`src/inc/flow_ctrl_pkg.sv`:
```
// Constants, encodings and register map for the program-flow controller.
// Assumes a 32-bit APB register bus and a 16-bit program memory word.
package flow_ctrl_pkg;
  // Widths
  localparam int PC_W = 21;
  localparam int BYTE_W = 8;
  localparam int WORD_W = 16;
  localparam int SP_W = 5;
  localparam int STACK_DEPTH = 31;
  localparam int APB_AW = 8;
  localparam int APB_DW = 32;
  // Register byte offsets
  localparam logic [7:0] OFF_STACK_PTR = 8'h00;
  localparam logic [7:0] OFF_CTRL = 8'h04;
  localparam logic [7:0] OFF_PC_LOW = 8'h08;
  localparam logic [7:0] OFF_TBL_PTR = 8'h0C;
  localparam logic [7:0] OFF_TBL_LAT = 8'h10;
  // Field positions
  localparam int FULL_BIT = 7;
  localparam int UNF_BIT = 6;
  localparam int SP_MSB = 4;
  localparam int FAULT_RST_EN_BIT = 0;
  // Reset values
  localparam logic [SP_W-1:0] SP_RST = 5'h00;
  localparam logic FLAG_RST = 1'b0;
  localparam logic FAULT_RST_EN_RST = 1'b1;
  localparam logic [PC_W-1:0] PC_RST = 21'h000000;
  localparam logic [PC_W-1:0] TBL_PTR_RST = 21'h000000;
  localparam logic [BYTE_W-1:0] TBL_LAT_RST = 8'h00;
  localparam logic [WORD_W-1:0] NOP_WORD = 16'h0000;
  // Counts and steps
  localparam logic [SP_W-1:0] SP_MAX = 5'h1F;
  localparam logic [PC_W-1:0] PC_STEP = 21'h000002;
  // Operations presented by the core decoder for the current execute cycle
  typedef enum logic [3:0] {
    OP_NONE = 4'h0,
    OP_CALL = 4'h1,
    OP_RETURN = 4'h2,
    OP_RETURN_FROM_INTERRUPT = 4'h3,
    OP_BRANCH = 4'h4,
    OP_ADD_W_PCL = 4'h5,
    OP_IRQ = 4'h6,
    OP_TBL_RD = 4'h7,
    OP_TBL_WR = 4'h8,
    OP_PUSH = 4'h9,
    OP_POP = 4'hA
  } core_op_type;
  // Quadrature phases, one-hot
  typedef enum logic [3:0] {
    PH_ONE = 4'h1,
    PH_TWO = 4'h2,
    PH_THREE = 4'h4,
    PH_FOUR = 4'h8
  } phase_type;
endpackage

```
`src/phase_gen.sv`:
```
// Quadrature phase generator: divides the core clock by four.
// Assumes pclk is the core oscillator; phases advance on every rising edge.
`timescale 1ns/1ps
`default_nettype none
module phase_gen (
  // Clock and reset
  input wire logic pclk,
  input wire logic presetn,
  // Phase out
  output flow_ctrl_pkg::phase_type phase_r
);
  import flow_ctrl_pkg::*;

  // Ring of four non-overlapping phases
  always_ff @(posedge pclk or negedge presetn) begin
    if (!presetn) begin
      phase_r <= PH_ONE;
    end else begin
      unique case (phase_r)
        PH_ONE: phase_r <= PH_TWO;
        PH_TWO: phase_r <= PH_THREE;
        PH_THREE: phase_r <= PH_FOUR;
        PH_FOUR: phase_r <= PH_ONE;
        default: phase_r <= PH_ONE; // Recover from an illegal code
      endcase
    end
  end

  // Phase four is always followed by phase one
  phase_ring_a: assert property (@(posedge pclk) disable iff (!presetn)
    (phase_r == PH_FOUR) |=> (phase_r == PH_ONE))
    else $error("phase ring broken");
endmodule
`default_nettype wire

```
`src/cpu_flow_ctrl.sv`:
```
// Program-flow controller: return stack, fast shadow registers, table
// access, quadrature phases and a two-stage fetch/execute pipeline.
// Assumes the core decoder holds core_op steady for a whole execute cycle
// and that program memory answers prog_addr_r combinationally.
//
// Our own choices: the register addresses and register access over APB.
`timescale 1ns/1ps
`default_nettype none
module cpu_flow_ctrl #(
  parameter int DEPTH = flow_ctrl_pkg::STACK_DEPTH
) (
  // Clock and reset
  input wire logic pclk,
  input wire logic presetn,
  // APB slave
  input wire logic psel,
  input wire logic penable,
  input wire logic pwrite,
  input wire logic [flow_ctrl_pkg::APB_AW-1:0] paddr,
  input wire logic [flow_ctrl_pkg::APB_DW-1:0] pwdata,
  output logic [flow_ctrl_pkg::APB_DW-1:0] prdata_r,
  output logic pready_r,
  output logic pslverr_r,
  // Core decoder requests
  input wire flow_ctrl_pkg::core_op_type core_op,
  input wire logic core_fast,
  input wire logic [flow_ctrl_pkg::PC_W-1:0] branch_target,
  input wire logic [flow_ctrl_pkg::PC_W-1:0] irq_vector,
  input wire logic [flow_ctrl_pkg::BYTE_W-1:0] live_status,
  input wire logic [flow_ctrl_pkg::BYTE_W-1:0] live_working_register,
  input wire logic [flow_ctrl_pkg::BYTE_W-1:0] live_bsr,
  // Shadow restore to the core
  output logic restore_strobe_r,
  output logic [flow_ctrl_pkg::BYTE_W-1:0] restore_status_r,
  output logic [flow_ctrl_pkg::BYTE_W-1:0] restore_working_register_r,
  output logic [flow_ctrl_pkg::BYTE_W-1:0] restore_bsr_r,
  // Program memory
  output logic [flow_ctrl_pkg::PC_W-1:0] prog_addr_r,
  input wire logic [flow_ctrl_pkg::WORD_W-1:0] prog_rdata,
  output logic [flow_ctrl_pkg::BYTE_W-1:0] prog_wdata_r,
  output logic prog_we_r,
  // Pipeline and phase
  output logic [flow_ctrl_pkg::WORD_W-1:0] instruction_register_r,
  output flow_ctrl_pkg::phase_type phase_r,
  output logic stack_fault_reset_r
);
  import flow_ctrl_pkg::*;

  // Program counter, fetch and stack state
  logic [PC_W-1:0] pc_r;
  logic [PC_W-1:0] fetch_addr_r;
  logic [WORD_W-1:0] fetch_latch_r;
  logic flush_r;
  logic [SP_W-1:0] sp_r;
  logic full_r;
  logic unf_r;
  logic fault_rst_en_r;
  logic [PC_W-1:0] stack_mem_r [1:DEPTH];
  logic [BYTE_W-1:0] shadow_status_r;
  logic [BYTE_W-1:0] shadow_working_register_r;
  logic [BYTE_W-1:0] shadow_bsr_r;
  logic [PC_W-1:0] tbl_ptr_r;
  logic [BYTE_W-1:0] tbl_lat_r;

  // Decoded events of this cycle
  logic at_p1;
  logic at_p2;
  logic at_p3;
  logic at_p4;
  logic exec_p4;
  logic do_push;
  logic do_pop;
  logic push_over;
  logic pop_empty;
  logic fault;
  logic [PC_W-1:0] ret_addr;
  logic [BYTE_W-1:0] pcl_sum;
  logic apb_wr;
  logic apb_setup;
  logic [BYTE_W-1:0] sp_reg_view;

  // Does an operation touch the program memory port for a table access
  function automatic logic is_table_op(input core_op_type op);
    return (op == OP_TBL_RD) || (op == OP_TBL_WR);
  endfunction

  // Register decode; also used for the error answer
  function automatic logic is_mapped(input logic [APB_AW-1:0] a);
    return (a == OFF_STACK_PTR) || (a == OFF_CTRL) || (a == OFF_PC_LOW) ||
           (a == OFF_TBL_PTR) || (a == OFF_TBL_LAT);
  endfunction

  phase_gen u_phase_gen (
    .pclk(pclk),
    .presetn(presetn),
    .phase_r(phase_r)
  );

  assign at_p1 = (phase_r == PH_ONE);
  assign at_p2 = (phase_r == PH_TWO);
  assign at_p3 = (phase_r == PH_THREE);
  assign at_p4 = (phase_r == PH_FOUR);
  // While a stack fault reset request is high, the phase-four request is dropped
  assign exec_p4 = at_p4 && !stack_fault_reset_r;
  assign do_push = exec_p4 && ((core_op == OP_CALL) || (core_op == OP_IRQ) || (core_op == OP_PUSH));
  assign do_pop = exec_p4 && ((core_op == OP_RETURN) || (core_op == OP_RETURN_FROM_INTERRUPT) || (core_op == OP_POP));
  assign push_over = do_push && ((sp_r + 5'h01) == SP_MAX || sp_r == SP_MAX);
  assign pop_empty = do_pop && (sp_r == SP_RST);
  assign fault = fault_rst_en_r && (push_over || pop_empty);
  // pc_r has already moved past the flushed fetch slot
  assign ret_addr = pc_r - PC_STEP;
  assign pcl_sum = ret_addr[BYTE_W-1:0] + live_working_register;
  assign apb_setup = psel && !penable;
  assign apb_wr = psel && penable && pready_r && pwrite;
  assign sp_reg_view = {full_r, unf_r, 1'b0, sp_r};

  // Device reset request, one cycle after a stack fault
  always_ff @(posedge pclk or negedge presetn) begin
    if (!presetn) begin
      stack_fault_reset_r <= 1'b0;
    end else begin
      stack_fault_reset_r <= fault;
    end
  end

  // Program counter: step on phase one, redirect at end of execute
  always_ff @(posedge pclk or negedge presetn) begin
    if (!presetn) begin
      pc_r <= PC_RST;
      fetch_addr_r <= PC_RST;
      flush_r <= 1'b0;
    end else if (fault) begin
      pc_r <= PC_RST;
      flush_r <= 1'b1;
    end else if (at_p1) begin
      fetch_addr_r <= pc_r;
      pc_r <= pc_r + PC_STEP;
      flush_r <= 1'b0;
    end else if (exec_p4) begin
      flush_r <= 1'b1;
      unique case (core_op)
        OP_CALL, OP_BRANCH: pc_r <= branch_target;
        OP_IRQ: pc_r <= irq_vector;
        OP_RETURN, OP_RETURN_FROM_INTERRUPT: pc_r <= pop_empty ? PC_RST : stack_mem_r[sp_r];
        OP_ADD_W_PCL: pc_r <= {ret_addr[PC_W-1:BYTE_W], pcl_sum[BYTE_W-1:1], 1'b0};
        OP_POP: begin
          // An empty pop vectors to zero like a return does
          if (pop_empty) begin
            pc_r <= PC_RST;
          end else begin
            flush_r <= 1'b0;
          end
        end
        OP_NONE, OP_TBL_RD, OP_TBL_WR, OP_PUSH: flush_r <= 1'b0;
        default: flush_r <= 1'b0; // Undefined op codes change nothing
      endcase
    end
  end

  // Fetch at phase four, load the instruction register at phase one
  always_ff @(posedge pclk or negedge presetn) begin
    if (!presetn) begin
      fetch_latch_r <= NOP_WORD;
      instruction_register_r <= NOP_WORD;
    end else if (at_p4) begin
      fetch_latch_r <= prog_rdata;
    end else if (at_p1) begin
      instruction_register_r <= flush_r ? NOP_WORD : fetch_latch_r;
    end
  end

  // Program memory port: fetch address, borrowed in phase two for a table op
  always_ff @(posedge pclk or negedge presetn) begin
    if (!presetn) begin
      prog_addr_r <= PC_RST;
      prog_wdata_r <= TBL_LAT_RST;
      prog_we_r <= 1'b0;
    end else begin
      prog_we_r <= 1'b0;
      if (at_p1) begin
        prog_addr_r <= pc_r;
      end else if (at_p2 && is_table_op(core_op)) begin
        prog_addr_r <= tbl_ptr_r;
        prog_wdata_r <= tbl_lat_r;
        prog_we_r <= (core_op == OP_TBL_WR);
      end else if (at_p3) begin
        prog_addr_r <= fetch_addr_r; // Give the port back before the fetch
      end
    end
  end

  // Table pointer and latch; hardware capture wins over a bus write
  always_ff @(posedge pclk or negedge presetn) begin
    if (!presetn) begin
      tbl_ptr_r <= TBL_PTR_RST;
      tbl_lat_r <= TBL_LAT_RST;
    end else begin
      if (apb_wr && paddr == OFF_TBL_PTR) begin
        tbl_ptr_r <= pwdata[PC_W-1:0];
      end
      if (at_p3 && core_op == OP_TBL_RD) begin
        tbl_lat_r <= tbl_ptr_r[0] ? prog_rdata[WORD_W-1:BYTE_W] : prog_rdata[BYTE_W-1:0];
      end else if (apb_wr && paddr == OFF_TBL_LAT) begin
        tbl_lat_r <= pwdata[BYTE_W-1:0];
      end
    end
  end

  // Stack pointer and flags; set beats a software clear in the same cycle
  always_ff @(posedge pclk or negedge presetn) begin
    if (!presetn) begin
      sp_r <= SP_RST;
      full_r <= FLAG_RST;
      unf_r <= FLAG_RST;
    end else begin
      if (apb_wr && paddr == OFF_STACK_PTR) begin
        sp_r <= pwdata[SP_MSB:0];
        full_r <= full_r & pwdata[FULL_BIT];
        unf_r <= unf_r & pwdata[UNF_BIT];
      end
      if (push_over) begin
        full_r <= 1'b1;
      end
      if (pop_empty) begin
        unf_r <= 1'b1;
      end
      if (fault) begin
        sp_r <= SP_RST;
      end else if (do_push) begin
        sp_r <= (sp_r == SP_MAX) ? SP_MAX : sp_r + 5'h01;
      end else if (do_pop && !pop_empty) begin
        sp_r <= sp_r - 5'h01;
      end
    end
  end

  // Return stack storage; a push at 31 leaves the top entry alone
  genvar gi;
  generate
    for (gi = 1; gi <= DEPTH; gi++) begin : g_stack
      always_ff @(posedge pclk or negedge presetn) begin
        if (!presetn) begin
          stack_mem_r[gi] <= PC_RST;
        end else if (do_push && sp_r != SP_MAX && (sp_r + 5'h01) == SP_W'(gi)) begin
          stack_mem_r[gi] <= ret_addr;
        end
      end
    end
  endgenerate

  // Fast shadow copies, taken with the interrupt push or a fast call
  always_ff @(posedge pclk or negedge presetn) begin
    if (!presetn) begin
      shadow_status_r <= 8'h00;
      shadow_working_register_r <= 8'h00;
      shadow_bsr_r <= 8'h00;
    end else if (exec_p4 && (core_op == OP_IRQ || (core_op == OP_CALL && core_fast))) begin
      shadow_status_r <= live_status;
      shadow_working_register_r <= live_working_register;
      shadow_bsr_r <= live_bsr;
    end
  end

  // Restore strobe toward the core on a fast return
  always_ff @(posedge pclk or negedge presetn) begin
    if (!presetn) begin
      restore_strobe_r <= 1'b0;
      restore_status_r <= 8'h00;
      restore_working_register_r <= 8'h00;
      restore_bsr_r <= 8'h00;
    end else begin
      restore_strobe_r <= exec_p4 && core_fast && (core_op == OP_RETURN_FROM_INTERRUPT || core_op == OP_RETURN);
      restore_status_r <= shadow_status_r;
      restore_working_register_r <= shadow_working_register_r;
      restore_bsr_r <= shadow_bsr_r;
    end
  end

  // Configuration bit for fault resets
  always_ff @(posedge pclk or negedge presetn) begin
    if (!presetn) begin
      fault_rst_en_r <= FAULT_RST_EN_RST;
    end else if (apb_wr && paddr == OFF_CTRL) begin
      fault_rst_en_r <= pwdata[FAULT_RST_EN_BIT];
    end
  end

  // APB answer: data prepared in setup, one access cycle, error if unmapped
  always_ff @(posedge pclk or negedge presetn) begin
    if (!presetn) begin
      prdata_r <= 32'h00000000;
      pready_r <= 1'b0;
      pslverr_r <= 1'b0;
    end else begin
      pready_r <= apb_setup;
      pslverr_r <= apb_setup && !is_mapped(paddr);
      if (apb_setup) begin
        unique case (paddr)
          OFF_STACK_PTR: prdata_r <= {24'h000000, sp_reg_view};
          OFF_CTRL: prdata_r <= {31'h00000000, fault_rst_en_r};
          OFF_PC_LOW: prdata_r <= {24'h000000, pc_r[BYTE_W-1:0]};
          OFF_TBL_PTR: prdata_r <= {11'h000, tbl_ptr_r};
          OFF_TBL_LAT: prdata_r <= {24'h000000, tbl_lat_r};
          default: prdata_r <= 32'h00000000;
        endcase
      end
    end
  end

  // Checks on the stack and pipeline
  stack_full_set_a: assert property (@(posedge pclk) disable iff (!presetn)
    (do_push && sp_r == 5'h1E) |=> full_r)
    else $error("full flag not set on 31st push");
  fault_reset_a: assert property (@(posedge pclk) disable iff (!presetn)
    (push_over && fault_rst_en_r) |=> (stack_fault_reset_r && sp_r == 5'h00 && full_r))
    else $error("full fault did not reset pointer");
  no_fault_reset_a: assert property (@(posedge pclk) disable iff (!presetn)
    !fault_rst_en_r |=> !stack_fault_reset_r)
    else $error("fault reset while disabled");
  saturate_a: assert property (@(posedge pclk) disable iff (!presetn)
    (do_push && sp_r == 5'h1F && !fault_rst_en_r) |=> (sp_r == 5'h1F && $stable(stack_mem_r[31])))
    else $error("pointer did not saturate");
  underflow_a: assert property (@(posedge pclk) disable iff (!presetn)
    pop_empty |=> (unf_r && sp_r == 5'h00 && pc_r == 21'h000000))
    else $error("underflow handling wrong");
  flag_clear_a: assert property (@(posedge pclk) disable iff (!presetn)
    (!full_r && !push_over) |=> !full_r)
    else $error("full flag set without push");
  bit5_zero_a: assert property (@(posedge pclk) disable iff (!presetn)
    (pready_r && paddr == OFF_STACK_PTR && !pwrite) |-> !prdata_r[5])
    else $error("unimplemented bit read one");
  shadow_load_a: assert property (@(posedge pclk) disable iff (!presetn)
    (exec_p4 && core_op == OP_IRQ) |=> (shadow_working_register_r == $past(live_working_register) &&
      (sp_r != $past(sp_r) || $past(sp_r) == SP_MAX)))
    else $error("shadow not loaded with push");
  flush_nop_a: assert property (@(posedge pclk) disable iff (!presetn)
    (exec_p4 && core_op == OP_BRANCH) |-> ##2 (instruction_register_r == NOP_WORD))
    else $error("branch did not flush");
  pc_step_a: assert property (@(posedge pclk) disable iff (!presetn)
    (at_p1 && !fault) |=> (pc_r == $past(pc_r) + 21'h000002))
    else $error("pc did not step");
  ir_phase_a: assert property (@(posedge pclk) disable iff (!presetn)
    !at_p1 |=> $stable(instruction_register_r))
    else $error("ir changed outside phase one");

  // Scenarios of interest
  cov_full_c: cover property (@(posedge pclk) disable iff (!presetn) push_over);
  cov_unf_c: cover property (@(posedge pclk) disable iff (!presetn) pop_empty);
  cov_restore_c: cover property (@(posedge pclk) disable iff (!presetn) restore_strobe_r);
  cov_table_c: cover property (@(posedge pclk) disable iff (!presetn) prog_we_r);
endmodule
`default_nettype wire

```
`config.mk`:
```
export PLATFORM = sky130hd
export DESIGN_NAME = cpu_flow_ctrl
export DESIGN_NICKNAME = d
export VERILOG_FILES = /design/src/inc/flow_ctrl_pkg.sv /design/src/phase_gen.sv /design/src/cpu_flow_ctrl.sv
export SDC_FILE = /design/constraint.sdc
export NUM_CORES = 2
export LEC_CHECK = 0
export ABC_CLOCK_PERIOD_IN_PS = 5000
export BUFFER_PORTS_ARGS = -buffer_cell sky130_fd_sc_hd__buf_4
export CAP_MARGIN = 20
export CELL_PAD_IN_SITES_DETAIL_PLACEMENT = 0
export CELL_PAD_IN_SITES_GLOBAL_PLACEMENT = 1
export CORE_ASPECT_RATIO = 0.7
export CORE_MARGIN = 4
export CORE_UTILIZATION = 49
export CTS_CLUSTER_DIAMETER = 50
export DETAILED_ROUTE_END_ITERATION = 8
export PLACE_DENSITY_LB_ADDON = 0.1
export SETUP_SLACK_MARGIN = 0.3
export SLEW_MARGIN = 0
export SYNTH_ARGS = -nofsm -noshare
export SYNTH_HDL_FRONTEND = slang
export SYNTH_SLANG_ARGS = --single-unit
```
`constraint.sdc`:
```
create_clock -name pclk -period 5 [get_ports pclk]
set_clock_uncertainty 0.05 [all_clocks]
set_input_delay 0.25 -clock pclk [delete_from_list [all_inputs] [get_ports pclk]]
set_output_delay 0.25 -clock pclk [all_outputs]
set_load 0.01 [all_outputs]
```
# Word level (Yosys, flattened, before mapping)
# Cells that the tools add are included.
# Widths: inputs -> output; s select.
op_classes:
  n_bitwise: 6
  reduce_logical: 86
  n_lt_le_gt_ge: 1
  add_sub_neg: 5
  mux: 34
  eq_ne: 52
op_table:
  columns: ["cell", "count"]
  rows:
  - ["$mux 21", 10]
  - ["$pmux 21 s5", 2]
  - ["$bmux 21 s5", 1]
  - ["$eq 5x5->1 const B", 17]
  - ["$logic_and 1x1->1", 54]
  - ["$eq 5x4->1 const B", 8]
  - ["$mux 5", 5]
  - ["$mux 8", 3]
  - ["$add 21x2->21 const B", 1]
  - ["$sub 21x2->21 const B", 1]
  - ["$eq 4x3->1 const B", 5]
  - ["$eq 5x3->1 const B", 4]
  - ["$eq 4x4->1 const B", 4]
  - ["$eq 8x4->1 const B", 2]
  - ["$mux 16", 1]
  - ["$eq 4x2->1 const B", 3]
  - ["$logic_or 1x1->1", 12]
  - ["$pmux 4 s3", 1]
  - ["$eq 5x2->1 const B", 2]
  - ["$mux 1", 10]
  - ["$add 8x8->8", 1]
  - ["$eq 4x1->1 const B", 2]
  - ["$eq 8x3->1 const B", 1]
  - ["$eq 8x5->1 const B", 1]
  - ["other kinds (21)", 33]
word_totals:
  out_inout_bits: 110
  register_bits: 881

# Depth between registers and ports, before layout
logic_depth:
  depth_word: 10
  depth_mapped: 16
  ltp_nobuf: 11

# Hierarchy
# From an unflattened synthesis, not the netlist that was laid out.
hier_totals:
  hier_cells: 3721
  area_unflattened_um2: 39441.6
by_module_without_submodules:
  columns: ["module", "seq_area_each_um2", "instances", "area_each_um2", "cells_each"]
  rows:
  - ["cpu_flow_ctrl", 21672.0, 1, 39288.9, 3710]
  - ["phase_gen", 101.3, 1, 152.6, 11]

# Worst setup path after synthesis
# Ideal clock, no wire load.
synth_path:
  path_type: "register -> register"
  start: "reg sp_r[0]"
  end: "reg pc_r[12]"
  arrival_time_ps: 3412
  period_less_slack_ps: 3590
  path_stages_with_launch: 15
  required_time_ps: 4822
  slack_ps: 1410
  cell_sequence: "dfrtp_1 -> buf_4 -> buf_4 -> buf_6 -> buf_6 -> buf_6 -> buf_2 -> inv_1 -> ha_1 -> or4b_2 -> o31ai_2 -> nor2_1 -> and2_1 -> o32ai_1 -> a21oi_1"
synth_via:
  elab_chain_len: 9
  word_cells_on_any_way: 22
synth_rtl:
  columns: ["element", "line", "rtl"]
  rows:
  - ["start: declaration", "cpu_flow_ctrl.sv:54", "logic [SP_W-1:0] sp_r;"]
  - ["start signal: assignment", "cpu_flow_ctrl.sv:217", "sp_r <= pwdata[SP_MSB:0];"]
  - ["start signal: assignment", "cpu_flow_ctrl.sv:230", "sp_r <= (sp_r == SP_MAX) ? SP_MAX : sp_r + 5'h01;"]
  - ["start signal: assignment", "cpu_flow_ctrl.sv:232", "sp_r <= sp_r - 5'h01;"]
  - ["$not 5->6 (implied by the code)", "cpu_flow_ctrl.sv:144", "OP_RETURN, OP_RETURN_FROM_INTERRUPT: pc_r <= pop_empty ? PC_RST : stack_mem_r[sp_r];"]
  - ["$bmux 21 s5", "cpu_flow_ctrl.sv:144", null]
  - ["$mux 21 (implied by the code) (2 in series)", "cpu_flow_ctrl.sv:144", null]
  - ["$mux 21", "cpu_flow_ctrl.sv:144", null]
  - ["$pmux 21 s5", "cpu_flow_ctrl.sv:141", "unique case (core_op)"]
  - ["$mux 21", "cpu_flow_ctrl.sv:139", "end else if (exec_p4) begin"]
  - ["$mux 21", "cpu_flow_ctrl.sv:135", "end else if (at_p1) begin"]
  - ["$mux 21", "cpu_flow_ctrl.sv:132", "end else if (fault) begin"]
  - ["end signal: assignment", "cpu_flow_ctrl.sv:137", "pc_r <= pc_r + PC_STEP;"]
  - ["end signal: assignment", "cpu_flow_ctrl.sv:142", "OP_CALL, OP_BRANCH: pc_r <= branch_target;"]
  - ["end signal: assignment", "cpu_flow_ctrl.sv:143", "OP_IRQ: pc_r <= irq_vector;"]
  - ["end: declaration", "cpu_flow_ctrl.sv:50", "logic [PC_W-1:0] pc_r;"]
# Several ways; a longest one is shown, not always the timed one. The select of a mux whose other input is x is not followed.
# A chain may end at the register's enable or synchronous reset.

# Final worst setup path
layout_path:
  start: "reg pc_r[1]"
  end: "reg stack_mem_r[185] (netlist name)"
layout_via:
  elab_chain_len: 1
layout_rtl:
  columns: ["element", "line", "rtl"]
  rows:
  - ["$sub 21x2->21", "cpu_flow_ctrl.sv:111", "assign ret_addr = pc_r - PC_STEP;"]
  - ["end signal: indexed assignment", "cpu_flow_ctrl.sv:245", "stack_mem_r[gi] <= ret_addr;"]
  - ["end: declaration", "cpu_flow_ctrl.sv:58", "logic [PC_W-1:0] stack_mem_r [1:DEPTH];"]
# No other way between the ends.

==> results.ini <==
[drt]
drt-total-wl_um = 122200
drc = 0
dr.pass1.iters = 5
drtAntennaViolNets = 0
drt-wirelength-per-cell_um = 24.43
via_count = 29560
via_per_inst = 5.908
initialDrtViolationCount = 2694

[cells_and_area]
final_cell_mix = nand2_1, dfrtp_1, o21ai_0
fin_cells = 5004
nets = 4021
syn2layout_area_growth_pct = 16.69
drive_gt1_share_pct = 21.27
final_common_cell = nand2_1

[logic_synthesis]
synth_seq_cells = 870
ys.warnings.count = 0
ys.flop_type = dfrtp_1
synthArstFlopShare_pct = 100.0
synth_edf_count = 0
avgSynthCellArea_um2 = 10.71
synth_area_mm2 = 0.03958
yosysSeqAreaShare_pct = 55.01
synth_cells = 3694
synth.distinct_cells = 93

[worst_setup_path]
cp-start-kind = flop
crit_arrival_ns = 4.41
r2r_slack_ns = 1.05
cp.required_ns = 5.45
cp_slowest_cell = nor4b_1
crit_start = pc_r[1]
critical-path-top-delay-family = simple AND/OR/NAND/NOR gates
max_stage_delay_ns = 0.85
endpoint_kind = flop
cp_num_buf_inv = 1
worstPathCellList = inv_1 -> ha_1 -> nor4b_1 -> nand2_1 -> o31ai_1 -> and2_4 -> o21ai_0
criticalPathCategory = flop to flop
cp_max_fo = 31
r2r-start = pc_r[1]

[sta]
worst_slack_ns = 1.046
hold_slack_ns = 0.03320
finalSetupViolCount = 0
fin_crit_sh_pct = 79.07
max_slew_margin_pct = 30.08
rsz0062_at_grt = false
slew_violations = 0
finalSetupTns_ns = 0
worstMarginPinSlew_ns = 1.046
finalCriticalPeriod_ns = 3.954
fmax_mhz = 252.9
hold_violations = 0

[power]
comb_power_share_pct = 22.5
netSwitchingPower_w = 0.006345
p_total_w = 0.02008
vdd_drop_max_v = 0.0003143
p_int_w = 0.01374
power.leakage_nw = 21.00
pwr-share-clk_pct = 34.3
power.density_mw_per_mm2 = 434.8
switching_share_pct = 31.59
pwr-share-seq_pct = 43.2

[global_route]
gr-total-overflow = 0
grt_max_degree = 151
grt_pass1_vias = 29460
grt_pass1_wl_um = 184600
antenna_found_initial = 3
grt_use_total_pct = 28.62

[min_path]
hp-start = irq_vector[17]
min_path_type = primary input to flop

[flow_run]
drv_cap = 0

[clock_network]
post-cts-setup-buffers = 0
cts.reportedPaths.clkPinSlew_ns = 0.06
clk_path_buf_depth = 3
cts-root-buf = clkbuf_16
cts.repair.resized = 0
insertion_delay_ns = 0.65
cts-buffers-inserted = 88
htreeDepth = 3
cts_tree = done
cts.sinks = 870

[floorplan]
start_util_pct = 49.84
coreArea_mm2 = 0.07941
rows = 86
fp.dieH_um = 245.8
ios = 242
die_w_um = 347.7
die_area_mm2 = 0.08546

[place]
numPortBuffers = 219
place_ws_ns = 1.189
dp_cells = 4755
gp_congestion = 0.8744
hpwlAfterDp_um = 79290

[run_status]
status = finished clean

-- cells by family (layout without fill, tap and decap cells) --
logic type / Yosys count / after routing / share of synthesized area (%)
AOI/OAI and AO/OA: 930 / 930 / 13.64
adders and majority gates: 19 / 19 / 0.6133
muxes: 356 / 356 / 14.14
xor gates and xnor gates: 23 / 23 / 0.5437
and+or+nand+nor: 1133 / 1133 / 12.06
DFF: 870 / 870 / 55.01
other: 1 / 15 / 0.009475
buffers and inverters: 362 / 602 / 3.986
-- state kept, by name, indices dropped and copies added (netlist names), 16 cells and up --
signal / count
stack_mem_r: 651
fetch_addr_r: 21
pc_r: 21
prdata_r: 21
prog_addr_r: 21
tbl_ptr_r: 21
fetch_latch_r: 16
instruction_register_r: 16
-- power groups by stage --
stage / sequential [W] / combinational (W) / clock [W]
after floorplan: 0.00845 / 0.00293 / 0
after CTS: 0.00865 / 0.00450 / 0.00701
after global placement: 0.00870 / 0.00433 / 0
after detailed placement: 0.00877 / 0.00444 / 0
final: 0.00867 / 0.00453 / 0.00689
after global routing: 0.00876 / 0.00493 / 0.00728
-- synthesized netlist by cell type, drive strengths merged, types with 18 or more instances --
library cell / n / area (um^2)
nand2: 893 / 3352
buf: 75 / 500.5
a221oi: 18 / 163.9
nand3: 44 / 220.2
mux4: 150 / 3378
mux2: 124 / 1396
dfrtp: 868 / 21720
a21oi: 62 / 310.3
inv: 28 / 105.1
mux2i: 82 / 820.8
nand3b: 19 / 142.6
clkbuf: 258 / 968.4
nor2: 58 / 217.7
nor3: 20 / 105.1
o21ai: 690 / 3566
-- metrics by stage --
| step | area, um^2 | utilization, % |
|---|---|---|
| after floorplan | 39620 | - |
| after global placement | 42290 | 53.26 |
| after detailed placement | 42290 | 53.26 |
| after CTS | 46090 | 58.04 |
| after global routing | 46180 | 58.15 |
| final | 46190 | 58.16 |
-- final timing paths --
path,depth (start not counted),to
max in group asynchronous,3,stack_mem_r[79]
hold / removal,5,pc_r[17]
hold reg to reg,0,restore_status_r[7]
setup reg to reg,7,stack_mem_r[185]
setup / recovery,7,stack_mem_r[185]
min in group asynchronous,2,stack_mem_r[488]
-- tightest hold or removal path, delay by kind of cell --
| kind | cells | cell delay (ns) |
|---|---|---|
| compound gates | 2 | 0.23 |
| buf+inv | 1 | 0.08 |
| simple gates | 2 | 0.11 |
-- cell type report --
class | instances | area (um^2)
diodes | 4 | 10.01
clock buffers | 129 | 2577
clock inverters | 34 | 444.2
fillers | 6591 | 33220
inverters | 29 | 108.9
multi-input cells | 2472 | 16460
flip-flops and latches | 870 | 21790
well taps | 1056 | 1321
repair buffers | 410 | 3481
-- repair_timing --
item                       in CTS  in global routing
hold endpoints to repair      186                  0
setup endpoints to repair       0                  0
hold buffers                   77                  0
-- routing by layer --
| layer | share of wire [%] | vias to the layer above | track usage (%) |
|---|---|---|---|
| met4 | 3.1 | 0 | 9.062 |
| met5 | 0 | - | 0 |
| met2 | 45 | 1081 | 43.03 |
| met3 | 8.5 | 207 | 7.096 |
| li1 | - | 13290 | - |
| met1 | 44 | 14990 | 41.29 |
No activity file was read; power rests on OpenSTA's default activity.
